**src/core/eag_pkg.sv**
```systemverilog
// Purpose: Shared constants, carriers and helpers of the address unit
// Assumes: 16-bit words, 15-bit word addresses
// Notes: Register map sits on a 32-bit AXI4-Lite slave
package eag_pkg;
    localparam int WORD_W = 16;
    localparam int ADDR_W = 15;
    localparam int OPC_LSB = 12;
    localparam int MODE_LSB = 9;
    localparam int POST_BIT = 7;
    localparam int IND_BIT = 15;
    localparam logic [7:0] OFS_CTRL = 8'h00;
    localparam logic [7:0] OFS_WORD0 = 8'h04;
    localparam logic [7:0] OFS_WORD1 = 8'h08;
    localparam logic [7:0] OFS_XREG = 8'h0c;
    localparam logic [7:0] OFS_BREG = 8'h10;
    localparam logic [7:0] OFS_PREG = 8'h14;
    localparam logic [7:0] OFS_STATUS = 8'h18;
    localparam logic [7:0] OFS_RESULT = 8'h1c;
    localparam logic [7:0] OFS_LEVELS = 8'h20;
    localparam int CTRL_START_BIT = 0;
    localparam int ST_BUSY_BIT = 0;
    localparam int ST_DONE_BIT = 1;
    localparam int ST_DEEP_BIT = 2;
    localparam int ST_IMM_BIT = 3;
    localparam int ST_PEND_BIT = 4;
    localparam int ST_DROP_BIT = 5;
    localparam logic [3:0] EXT_OPCODE = 4'h0;
    localparam logic [2:0] EXT_MFIELD = 3'h6;
    localparam logic [2:0] MODE_REL = 3'h4;
    localparam logic [2:0] MODE_XIDX = 3'h5;
    localparam logic [2:0] MODE_BIDX = 3'h6;
    localparam logic [2:0] MODE_IND = 3'h7;
    localparam logic [2:0] LIMIT_SINGLE = 3'h5;
    localparam logic [2:0] LIMIT_EXT = 3'h4;
    localparam logic [14:0] P_STEP = 15'h0001;
    localparam logic [15:0] RST_WORD = 16'h0000;
    localparam logic [1:0] RESP_OKAY = 2'h0;
    localparam logic [1:0] RESP_SLVERR = 2'h2;

    typedef struct packed {
        logic [15:0] w0;
        logic [15:0] w1;
        logic [15:0] xr;
        logic [15:0] br;
        logic [15:0] pr;
    } instr_type;

    typedef struct packed {
        logic imm;
        logic chase;
        logic post;
        logic [14:0] addr;
        logic [14:0] offset;
        logic [2:0] limit;
        logic [15:0] operand;
    } decode_type;

    function automatic logic [14:0] add15(input logic [14:0] a, input logic [14:0] b);
        logic [15:0] s;
        s = {1'b0, a} + {1'b0, b};
        return s[14:0];
    endfunction

    function automatic logic [15:0] merge16(input logic [15:0] old, input logic [31:0] d,
                                            input logic [3:0] strb);
        logic [15:0] r;
        r = old;
        if (strb[0]) r[7:0] = d[7:0];
        if (strb[1]) r[15:8] = d[15:8];
        return r;
    endfunction
endpackage

```
**src/core/effective_address_generator.sv**
```systemverilog
// Purpose: Effective-address generation with indirect chain following
// Assumes: AXI4-Lite register access, word-read memory port with ack
// Notes: Next instruction may wait while one resolves
// Summary of operation
// RL1 - Extended modes 0..3: second word is the operand, no address work.
// RL2 - Short mode top bit 0: two mode bits above 9-bit field form address.
// RL3 - Extended mode 7, second word top 0: its low 15 bits are the address.
// RL4 - Short mode 7: read word at 9-bit field, use it as address.
// RL5 - Extended mode 7, second word top 1: read at its low 15 bits.
// RL6 - Fetched word marked indirect triggers another memory read.
// RL7 - Chains stop at five levels for one word, four for two words.
// RL8 - Short mode 5: field plus first index register.
// RL9 - Extended mode 5: first index register, bit 7 picks pre or post.
// RL10 - Bit 7 clear: add index to second word before indirect steps.
// RL11 - Bit 7 set: follow indirect steps first, then add index.
// RL12 - Short mode 6: field plus second index register.
// RL13 - Extended mode 6: second index register, same pre/post choice.
// RL14 - Short mode 4: field plus program counter.
// RL15 - Program counter used is instruction address plus one.
// RL16 - Extended mode 4: second word plus program counter.
// RL17 - Next instruction is taken in while the current one resolves.
// RL18 - Top bit of an address word flags indirection.
// RL19 - Extended mode comes from bits 0 to 2 of the first word.
// RL20 - Extended when opcode field is 00 and mode field is 6.
// RL21 - Index and relative sums are cut to 15 bits.
`timescale 1ns/1ps
`default_nettype none
module effective_address_generator #(
    parameter int AXI_ADDR_W = 8
) (
    input wire logic REF_CLK_I,
    input wire logic NRST_I,
    input wire logic [AXI_ADDR_W-1:0] S_AXI_AWADDR_I,
    input wire logic S_AXI_AWVALID_I,
    output logic S_AXI_AWREADY_O,
    input wire logic [31:0] S_AXI_WDATA_I,
    input wire logic [3:0] S_AXI_WSTRB_I,
    input wire logic S_AXI_WVALID_I,
    output logic S_AXI_WREADY_O,
    output logic [1:0] S_AXI_BRESP_O,
    output logic S_AXI_BVALID_O,
    input wire logic S_AXI_BREADY_I,
    input wire logic [AXI_ADDR_W-1:0] S_AXI_ARADDR_I,
    input wire logic S_AXI_ARVALID_I,
    output logic S_AXI_ARREADY_O,
    output logic [31:0] S_AXI_RDATA_O,
    output logic [1:0] S_AXI_RRESP_O,
    output logic S_AXI_RVALID_O,
    input wire logic S_AXI_RREADY_I,
    output logic MEM_RD_O,
    output logic [14:0] MEM_ADDR_O,
    input wire logic MEM_ACK_I,
    input wire logic [15:0] MEM_DATA_I,
    output logic EA_VALID_O,
    output logic [15:0] EA_RESULT_O,
    output logic EA_IMM_O,
    output logic EA_DEEP_O
);
    if (AXI_ADDR_W < 6 || AXI_ADDR_W > 32) begin : g_bad
        $error("AXI_ADDR_W must lie in 6..32");
    end

    typedef enum logic {ST_IDLE, ST_FETCH} state_type;

    // Address and data may arrive in either order
    logic aw_full_reg;
    logic [7:0] aw_addr_reg;
    logic w_full_reg;
    logic [31:0] w_data_reg;
    logic [3:0] w_strb_reg;
    logic bvalid_reg;
    logic [1:0] bresp_reg;
    logic rvalid_reg;
    logic [1:0] rresp_reg;
    logic [31:0] rdata_reg;

    // Software-visible registers
    eag_pkg::instr_type stage_reg;
    logic done_reg;
    logic deep_reg;
    logic drop_reg;

    // Engine state
    state_type state_reg;
    state_type state_next;
    logic [14:0] mem_addr_reg;
    logic [14:0] mem_addr_next;
    logic [2:0] levels_reg;
    logic [2:0] levels_next;
    logic [2:0] limit_reg;
    logic [2:0] limit_next;
    logic post_reg;
    logic post_next;
    logic [14:0] offset_reg;
    logic [14:0] offset_next;
    logic [15:0] result_reg;
    logic [15:0] result_next;
    logic imm_reg;
    logic imm_next;
    logic fault_reg;
    logic fault_next;
    logic valid_reg;
    logic valid_next;

    // Upper address bits must be zero for a read hit; writes only see bits 7:0
    function automatic logic hit(input logic [AXI_ADDR_W-1:0] a, input logic [7:0] ofs);
        logic [31:0] wide;
        wide = 32'h0000_0000;
        wide[AXI_ADDR_W-1:0] = a;
        return (wide[31:2] == {24'h000000, ofs[7:2]});
    endfunction

    wire aw_take = S_AXI_AWVALID_I & ~aw_full_reg;
    wire w_take = S_AXI_WVALID_I & ~w_full_reg;
    wire do_write = aw_full_reg & w_full_reg & ~bvalid_reg;
    wire ar_take = S_AXI_ARVALID_I & ~rvalid_reg;
    wire [AXI_ADDR_W-1:0] awa = AXI_ADDR_W'(aw_addr_reg);

    wire wr_ctrl = do_write & hit(awa, eag_pkg::OFS_CTRL);
    wire wr_word0 = do_write & hit(awa, eag_pkg::OFS_WORD0);
    wire wr_word1 = do_write & hit(awa, eag_pkg::OFS_WORD1);
    wire wr_xreg = do_write & hit(awa, eag_pkg::OFS_XREG);
    wire wr_breg = do_write & hit(awa, eag_pkg::OFS_BREG);
    wire wr_preg = do_write & hit(awa, eag_pkg::OFS_PREG);
    wire wr_status = do_write & hit(awa, eag_pkg::OFS_STATUS);
    wire wr_ro = do_write & (hit(awa, eag_pkg::OFS_RESULT)
                             | hit(awa, eag_pkg::OFS_LEVELS));
    wire wr_hit = wr_ctrl | wr_word0 | wr_word1 | wr_xreg | wr_breg | wr_preg | wr_status | wr_ro;

    wire start_req = wr_ctrl & w_strb_reg[0] & w_data_reg[eag_pkg::CTRL_START_BIT];
    wire clr_done = wr_status & w_strb_reg[0] & w_data_reg[eag_pkg::ST_DONE_BIT];
    wire clr_deep = wr_status & w_strb_reg[0] & w_data_reg[eag_pkg::ST_DEEP_BIT];
    wire clr_drop = wr_status & w_strb_reg[0] & w_data_reg[eag_pkg::ST_DROP_BIT];

    // Next instruction may wait here mid-chain
    logic slot_ready;
    logic slot_valid;
    eag_pkg::instr_type slot_data;
    eag_pkg::decode_type dec;
    wire pop = slot_valid & (state_reg == ST_IDLE);

    instr_slot #(
        .WIDTH($bits(eag_pkg::instr_type))
    ) u_slot (
        .clk_i(REF_CLK_I),
        .rst_n_i(NRST_I),
        .in_valid_i(start_req),
        .in_ready_o(slot_ready),
        .in_data_i(stage_reg),
        .out_valid_o(slot_valid),
        .out_ready_i(pop),
        .out_data_o(slot_data)
    ); // RL17

    mode_decoder u_dec (
        .instr_i(slot_data),
        .dec_o(dec)
    );

    wire busy = (state_reg != ST_IDLE) | slot_valid;
    wire [15:0] status_word = {10'h000, drop_reg, slot_valid, imm_reg, deep_reg, done_reg, busy};

    // Read mux
    wire [AXI_ADDR_W-1:0] ar = S_AXI_ARADDR_I;
    wire rd_ctrl = hit(ar, eag_pkg::OFS_CTRL);
    wire rd_word0 = hit(ar, eag_pkg::OFS_WORD0);
    wire rd_word1 = hit(ar, eag_pkg::OFS_WORD1);
    wire rd_xreg = hit(ar, eag_pkg::OFS_XREG);
    wire rd_breg = hit(ar, eag_pkg::OFS_BREG);
    wire rd_preg = hit(ar, eag_pkg::OFS_PREG);
    wire rd_status = hit(ar, eag_pkg::OFS_STATUS);
    wire rd_result = hit(ar, eag_pkg::OFS_RESULT);
    wire rd_levels = hit(ar, eag_pkg::OFS_LEVELS);
    wire rd_hit = rd_ctrl | rd_word0 | rd_word1 | rd_xreg | rd_breg | rd_preg | rd_status
                  | rd_result | rd_levels;
    wire [15:0] rd_word = rd_word0 ? stage_reg.w0 :
                          rd_word1 ? stage_reg.w1 :
                          rd_xreg ? stage_reg.xr :
                          rd_breg ? stage_reg.br :
                          rd_preg ? stage_reg.pr :
                          rd_status ? status_word :
                          rd_result ? result_reg :
                          rd_levels ? {13'h0000, levels_reg} : 16'h0000;

    // Chain step evaluation
    wire fetch_ack = (state_reg == ST_FETCH) & MEM_ACK_I;
    wire [2:0] levels_inc = levels_reg + 3'h1;
    wire deeper = MEM_DATA_I[eag_pkg::IND_BIT]; // RL18
    wire over = deeper & (levels_inc >= limit_reg); // RL7
    wire [14:0] chain_addr = MEM_DATA_I[14:0];
    wire [14:0] final_addr = post_reg ? eag_pkg::add15(chain_addr, offset_reg) : chain_addr; // RL11 RL21

    always_comb begin
        state_next = state_reg;
        mem_addr_next = mem_addr_reg;
        levels_next = levels_reg;
        limit_next = limit_reg;
        post_next = post_reg;
        offset_next = offset_reg;
        result_next = result_reg;
        imm_next = imm_reg;
        fault_next = fault_reg;
        valid_next = 1'b0;
        unique case (state_reg)
            ST_IDLE: begin
                if (pop) begin
                    levels_next = 3'h0;
                    limit_next = dec.limit;
                    post_next = dec.post;
                    offset_next = dec.offset;
                    imm_next = dec.imm;
                    fault_next = 1'b0;
                    if (dec.chase) begin
                        mem_addr_next = dec.addr; // RL4 RL5
                        state_next = ST_FETCH;
                    end else begin
                        result_next = dec.imm ? dec.operand : {1'b0, dec.addr}; // RL1
                        valid_next = 1'b1;
                    end
                end
            end
            ST_FETCH: begin
                if (fetch_ack) begin
                    levels_next = levels_inc;
                    if (deeper && !over) begin
                        mem_addr_next = chain_addr; // RL6
                    end else if (over) begin
                        // Runaway chain ends in a fault
                        fault_next = 1'b1; // RL7
                        result_next = 16'h0000;
                        valid_next = 1'b1;
                        state_next = ST_IDLE;
                    end else begin
                        result_next = {1'b0, final_addr};
                        valid_next = 1'b1;
                        state_next = ST_IDLE;
                    end
                end
            end
        endcase
    end

    always_ff @(posedge REF_CLK_I or negedge NRST_I) begin
        if (!NRST_I) begin
            state_reg <= ST_IDLE;
            mem_addr_reg <= 15'h0000;
            levels_reg <= 3'h0;
            limit_reg <= 3'h0;
            post_reg <= 1'b0;
            offset_reg <= 15'h0000;
            result_reg <= eag_pkg::RST_WORD;
            imm_reg <= 1'b0;
            fault_reg <= 1'b0;
            valid_reg <= 1'b0;
        end else begin
            state_reg <= state_next;
            mem_addr_reg <= mem_addr_next;
            levels_reg <= levels_next;
            limit_reg <= limit_next;
            post_reg <= post_next;
            offset_reg <= offset_next;
            result_reg <= result_next;
            imm_reg <= imm_next;
            fault_reg <= fault_next;
            valid_reg <= valid_next;
        end
    end

    // Set wins over a clear in one cycle
    always_ff @(posedge REF_CLK_I or negedge NRST_I) begin
        if (!NRST_I) begin
            done_reg <= 1'b0;
            deep_reg <= 1'b0;
            drop_reg <= 1'b0;
        end else begin
            done_reg <= valid_next | (done_reg & ~clr_done);
            deep_reg <= (valid_next & fault_next) | (deep_reg & ~clr_deep);
            drop_reg <= (start_req & ~slot_ready) | (drop_reg & ~clr_drop);
        end
    end

    always_ff @(posedge REF_CLK_I or negedge NRST_I) begin
        if (!NRST_I) begin
            stage_reg <= '0;
        end else begin
            if (wr_word0) stage_reg.w0 <= eag_pkg::merge16(stage_reg.w0, w_data_reg, w_strb_reg);
            if (wr_word1) stage_reg.w1 <= eag_pkg::merge16(stage_reg.w1, w_data_reg, w_strb_reg);
            if (wr_xreg) stage_reg.xr <= eag_pkg::merge16(stage_reg.xr, w_data_reg, w_strb_reg);
            if (wr_breg) stage_reg.br <= eag_pkg::merge16(stage_reg.br, w_data_reg, w_strb_reg);
            if (wr_preg) stage_reg.pr <= eag_pkg::merge16(stage_reg.pr, w_data_reg, w_strb_reg);
        end
    end

    // Write channels
    always_ff @(posedge REF_CLK_I or negedge NRST_I) begin
        if (!NRST_I) begin
            aw_full_reg <= 1'b0;
            aw_addr_reg <= 8'h00;
            w_full_reg <= 1'b0;
            w_data_reg <= 32'h0;
            w_strb_reg <= 4'h0;
            bvalid_reg <= 1'b0;
            bresp_reg <= eag_pkg::RESP_OKAY;
        end else begin
            aw_full_reg <= aw_take | (aw_full_reg & ~do_write);
            w_full_reg <= w_take | (w_full_reg & ~do_write);
            if (aw_take) aw_addr_reg <= 8'(S_AXI_AWADDR_I);
            if (w_take) w_data_reg <= S_AXI_WDATA_I;
            if (w_take) w_strb_reg <= S_AXI_WSTRB_I;
            bvalid_reg <= do_write | (bvalid_reg & ~S_AXI_BREADY_I);
            if (do_write) bresp_reg <= wr_hit ? eag_pkg::RESP_OKAY : eag_pkg::RESP_SLVERR;
        end
    end

    // Read channel
    always_ff @(posedge REF_CLK_I or negedge NRST_I) begin
        if (!NRST_I) begin
            rvalid_reg <= 1'b0;
            rresp_reg <= eag_pkg::RESP_OKAY;
            rdata_reg <= 32'h0;
        end else begin
            rvalid_reg <= ar_take | (rvalid_reg & ~S_AXI_RREADY_I);
            if (ar_take) rdata_reg <= {16'h0000, rd_word};
            if (ar_take) rresp_reg <= rd_hit ? eag_pkg::RESP_OKAY : eag_pkg::RESP_SLVERR;
        end
    end

    assign S_AXI_AWREADY_O = ~aw_full_reg;
    assign S_AXI_WREADY_O = ~w_full_reg;
    assign S_AXI_BVALID_O = bvalid_reg;
    assign S_AXI_BRESP_O = bresp_reg;
    assign S_AXI_ARREADY_O = ~rvalid_reg;
    assign S_AXI_RVALID_O = rvalid_reg;
    assign S_AXI_RDATA_O = rdata_reg;
    assign S_AXI_RRESP_O = rresp_reg;
    assign MEM_RD_O = (state_reg == ST_FETCH);
    assign MEM_ADDR_O = mem_addr_reg;
    assign EA_VALID_O = valid_reg;
    assign EA_RESULT_O = result_reg;
    assign EA_IMM_O = imm_reg;
    assign EA_DEEP_O = fault_reg;
endmodule
`default_nettype wire

```
**src/core/instr_slot.sv**
```systemverilog
// Purpose: One-entry holding slot for the next instruction
// Assumes: Source and sink share one clock
// Notes: Filling is refused while the slot holds an entry
`timescale 1ns/1ps
`default_nettype none
module instr_slot #(
    parameter int WIDTH = 80
) (
    input wire logic clk_i,
    input wire logic rst_n_i,
    input wire logic in_valid_i,
    output logic in_ready_o,
    input wire logic [WIDTH-1:0] in_data_i,
    output logic out_valid_o,
    input wire logic out_ready_i,
    output logic [WIDTH-1:0] out_data_o
);
    if (WIDTH < 1) begin : g_bad
        $error("instr_slot WIDTH must be positive");
    end

    logic full_reg;
    logic [WIDTH-1:0] data_reg;
    wire push = in_valid_i & ~full_reg;
    wire pop = full_reg & out_ready_i;

    assign in_ready_o = ~full_reg;
    assign out_valid_o = full_reg;
    assign out_data_o = data_reg;

    always_ff @(posedge clk_i or negedge rst_n_i) begin
        if (!rst_n_i) begin
            full_reg <= 1'b0;
            data_reg <= '0;
        end else begin
            full_reg <= push | (full_reg & ~pop);
            if (push) data_reg <= in_data_i;
        end
    end
endmodule
`default_nettype wire

```
**src/core/mode_decoder.sv**
```systemverilog
// Purpose: Decode addressing mode of a one- or two-word instruction
// Assumes: Purely combinational, fields per eag_pkg positions
// Notes: Post-indexing with no indirect step collapses to a plain sum
`timescale 1ns/1ps
`default_nettype none
module mode_decoder (
    input wire eag_pkg::instr_type instr_i,
    output eag_pkg::decode_type dec_o
);
    wire [15:0] w0 = instr_i.w0;
    wire [15:0] w1 = instr_i.w1;
    wire [2:0] m_field = w0[eag_pkg::MODE_LSB +: 3];
    wire is_ext = (w0[eag_pkg::OPC_LSB +: 4] == eag_pkg::EXT_OPCODE)
                  & (m_field == eag_pkg::EXT_MFIELD); // RL20
    wire [2:0] x_field = w0[2:0]; // RL19
    wire [14:0] short_a = {6'h00, w0[8:0]};
    wire [14:0] ext_a = w1[14:0];
    wire ext_ind = w1[eag_pkg::IND_BIT]; // RL18
    wire post_sel = w0[eag_pkg::POST_BIT];
    wire [14:0] p_next = eag_pkg::add15(instr_i.pr[14:0], eag_pkg::P_STEP); // RL15
    wire [14:0] ext_idx = (x_field == eag_pkg::MODE_XIDX) ? instr_i.xr[14:0] : instr_i.br[14:0];

    always_comb begin
        dec_o = '0;
        dec_o.operand = w1;
        if (!is_ext) begin
            dec_o.limit = eag_pkg::LIMIT_SINGLE;
            unique case (m_field)
                eag_pkg::MODE_REL: dec_o.addr = eag_pkg::add15(p_next, short_a); // RL14
                eag_pkg::MODE_XIDX: dec_o.addr = eag_pkg::add15(instr_i.xr[14:0], short_a); // RL8
                eag_pkg::MODE_BIDX: dec_o.addr = eag_pkg::add15(instr_i.br[14:0], short_a); // RL12
                eag_pkg::MODE_IND: begin
                    dec_o.addr = short_a; // RL4
                    dec_o.chase = 1'b1;
                end
                default: dec_o.addr = {4'h0, m_field[1:0], w0[8:0]}; // RL2
            endcase
        end else begin
            dec_o.limit = eag_pkg::LIMIT_EXT;
            unique case (x_field)
                eag_pkg::MODE_REL: begin
                    dec_o.addr = eag_pkg::add15(p_next, ext_a); // RL16
                    dec_o.chase = ext_ind;
                end
                eag_pkg::MODE_XIDX, eag_pkg::MODE_BIDX: begin // RL9 RL13
                    dec_o.chase = ext_ind;
                    if (post_sel && ext_ind) begin
                        dec_o.addr = ext_a; // RL11
                        dec_o.post = 1'b1;
                        dec_o.offset = ext_idx;
                    end else begin
                        dec_o.addr = eag_pkg::add15(ext_a, ext_idx); // RL10 RL21
                    end
                end
                eag_pkg::MODE_IND: begin
                    dec_o.addr = ext_a; // RL3 RL5
                    dec_o.chase = ext_ind;
                end
                default: dec_o.imm = 1'b1; // RL1
            endcase
        end
    end
endmodule
`default_nettype wire

```
**config.mk**
```make
export PLATFORM = sky130hd
export DESIGN_NAME = effective_address_generator
export DESIGN_NICKNAME = d
export VERILOG_FILES = /design/src/core/eag_pkg.sv /design/src/core/effective_address_generator.sv /design/src/core/instr_slot.sv /design/src/core/mode_decoder.sv
export SDC_FILE = /design/constraint.sdc
export NUM_CORES = 1
export LEC_CHECK = 0
export ABC_AREA = 1
export BUFFER_PORTS_ARGS = -buffer_cell sky130_fd_sc_hd__buf_2
export CORE_ASPECT_RATIO = 1.75
export CORE_MARGIN = 2
export CORE_UTILIZATION = 50
export CTS_CLUSTER_SIZE = 40
export DETAILED_ROUTE_END_ITERATION = 10
export PLACE_DENSITY = 0.73
export SYNTH_ARGS = -nofsm -noshare
export SYNTH_HDL_FRONTEND = slang
export SYNTH_HIERARCHICAL = 1
export SYNTH_SLANG_ARGS = --single-unit
```
**constraint.sdc**
```tcl
create_clock -name REF_CLK_I -period 6.63 [get_ports REF_CLK_I]
set_input_delay 0.663 -clock REF_CLK_I [delete_from_list [all_inputs] [get_ports REF_CLK_I]]
set_output_delay 0.663 -clock REF_CLK_I [all_outputs]
set_load 0.01 [all_outputs]
```
==> flow_metrics.py <==
metrics = {
    "floorplan": {
        "floorplan.initialDensity_pct": 50.4,
        "die_h_um": 244,
        "fp.dieArea_um2": 34600,
        "die_w_um": 141,
        "core_um2": 32800,
        "rows": 88,
        "io_pins": 152,
    },
    "power": {
        "p_total_uw": 5380,
        "worst_ir_drop_vdd_uv": 291,
        "powerDensity_nw_per_um2": 300,
        "p_leak_uw": 0.00929,
    },
    "clock_tree": {
        "cts_sinks": 264,
        "clkLatencyLatePin_ns": 0.55,
        "post-cts-setup-buffers": 0,
        "h-tree-depth": 1,
        "cts_max_path_buffers": 3,
        "cts_tree": "built",
        "hold_buffers": 0,
        "root_buffer": "clkbuf_16",
        "cts_buffers": 26,
        "clkTransAtPathRegs_ns": 0.06,
        "cts_resized": 0,
    },
    "yosys": {
        "syn_avg_cell_area_um2": 7.35,
        "yosys_warnings": 6,
        "netlist_instances": 2247,
        "syn-cell-area_um2": 16500,
    },
    "min_path": {
        "hold_class": "input pin to asynchronous set/reset pin",
    },
    "detailed_routing": {
        "via_count": 15200,
        "drtIter0Drc": 1257,
        "first_pass_iters": 11,
        "vias_per_cell": 5.60,
        "routed_wl_um": 53400,
        "drc": 1,
        "wire_per_inst_um": 19.6,
        "antenna_left": 0,
    },
    "finish": {
        "syn2layout_area_growth_pct": 8.60,
        "ff_latch_area_um2": 6610,
        "largest_reg_flops": 80,
        "nets": 2438,
        "antennaDiodeCount": 0,
        "fillers": 3182,
        "final_util_pct": 54.7,
        "drive_above_1_share_pct": 11.9,
        "multi_input_area_um2": 8360,
    },
    "global_routing": {
        "overflow": 0,
        "grt_pass1_vias": 15100,
        "grt_max_degree": 168,
        "antenna_found_initial": 0,
        "grtUsageTotal_pct": 30.9,
        "grt_pass1_wl_um": 82700,
    },
    "timing": {
        "relSlewSlack_pct": 24.8,
        "fin_skew_ns": 0.0174,
        "finalSetupTns_ns": 0,
        "rsz0062_at_grt": "no",
        "hold_viol_final": 0,
        "finalCritPeriodShare_pct": 70.1,
        "setup_viol": 0,
        "min_period_ns": 4.64,
        "hold_slack_ns": 0.128,
        "worst-slew-pin-transition_ns": 1.13,
        "slew_viol_final": 0,
        "fmax_mhz": 215,
    },
    "outcome": {
        "status": "finished, violations left",
        "violations": "DRC",
    },
    "critical_path": {
        "cp-start-kind": "flip-flop",
        "reg2reg_depth": 21,
        "cp_max_fo": 29,
        "critPathCaptureType": "flip-flop",
        "r2r-end": "MEM_ADDR_O[10]$_DFFE_PN0P_",
        "critPathRequiredTime_ns": 7.07,
        "regToRegStartpoint": "u_slot/out_data_o[66]$_DFFE_PN0P_",
        "worst_ep_arrival_time_ns": 5.08,
        "path_class": "flip-flop to flip-flop",
        "ff2ff_setup_slack_ns": 1.99,
    },
    "placed_design": {
        "port-buffer-count": 111,
        "hpwlAfterDp_um": 41600,
        "place_congestion": 1.05,
    },
    "flow_run": {
        "cap_viol_max_count": 0,
    },
}
critical path, stage by stage (launching register included):
cell and delay (ns):
dfrtp_1 0.53, nand3_1 0.77, o21ai_0 0.65, ha_1 0.30, inv_1 0.07, fa_1 0.43
inv_1 0.07, nand3_1 0.06, nand3_1 0.24, nand2_1 0.08, nand2_1 0.13, nand3_1 0.12
nand2_1 0.09, nand2_1 0.05, nand3_1 0.08, nand4_1 0.09, nand2_1 0.09, nand2_1 0.07
nand2_1 0.13, o21ai_0 0.24, nand2_1 0.14, o21ai_0 0.08
stage by stage:
stage | setup slack [ns] | std cells | area, um^2
floorplan | 3.58 | 2264 | 16600
global placement | 2.15 | 2677 | 17000
detailed placement | 2.05 | 2677 | 17000
CTS | 2.06 | 2724 | 17900
global route | 1.54 | 2724 | 17900
finish | 1.99 | 2724 | 17900
placed cells by master (no fill, tap or decap), types with 10 or more instances in the layout:
cell and instances:
nand2_1 732, dfrtp_1 264, inv_1 205, nand3_1 150
nor2_1 148, a21oi_1 128, o21ai_0 125, buf_2 110
o21ai_1 78, ha_1 58, clkbuf_16 26, nand4_1 25
nand3_2 23, o211ai_1 20, conb_1 20, inv_2 18
o21ai_2 16, nand2_2 15, a31oi_1 14, xor2_1 14
buf_4 10
routing by layer:
metal / up-vias / routed length, um / global-route usage [%]
met5: - / 0 / 0
met4: 0 / 4050 / 21.1
met3: 168 / 2330 / 3.21
met2: 560 / 28000 / 56.7
met1: 7151 / 19000 / 32.7
li1: 7363 / - / -
worst max path at each step:
stage | start | to
6_report | u_slot/out_data_o[66]$_DFFE_PN0P_ | MEM_ADDR_O[10]$_DFFE_PN0P_
3_3_place_gp | u_slot/out_data_o[65]$_DFFE_PN0P_ | MEM_ADDR_O[10]$_DFFE_PN0P_
4_1_cts | u_slot/out_data_o[66]$_DFFE_PN0P_ | MEM_ADDR_O[10]$_DFFE_PN0P_
5_1_grt | u_slot/out_data_o[66]$_DFFE_PN0P_ | MEM_ADDR_O[14]$_DFFE_PN0P_
2_1_floorplan | u_slot/out_data_o[65]$_DFFE_PN0P_ | EA_RESULT_O[14]$_DFFE_PN0P_
3_5_place_dp | u_slot/out_data_o[66]$_DFFE_PN0P_ | MEM_ADDR_O[10]$_DFFE_PN0P_
final cells by class:
class / instances / share of cell area, %
multi-input combinational: 1660 / 46.6
sequential: 264 / 36.8
inverter: 226 / 4.76
clock buffer: 40 / 4.42
timing repair buffer: 122 / 3.68
tap: 405 / 2.82
clock inverter: 7 / 0.872
report_power, final:
| group | switching [uW] | internal (uW) | leakage (uW) | total (uW) |
|---|---|---|---|---|
| combinational | 896 | 435 | 0.00535 | 1330 |
| sequential | 386 | 2030 | 0.00347 | 2420 |
| clock | 651 | 983 | 0.000465 | 1630 |
| total | 1930 | 3450 | 0.00929 | 5380 |
(Power assumes the default switching activity.)
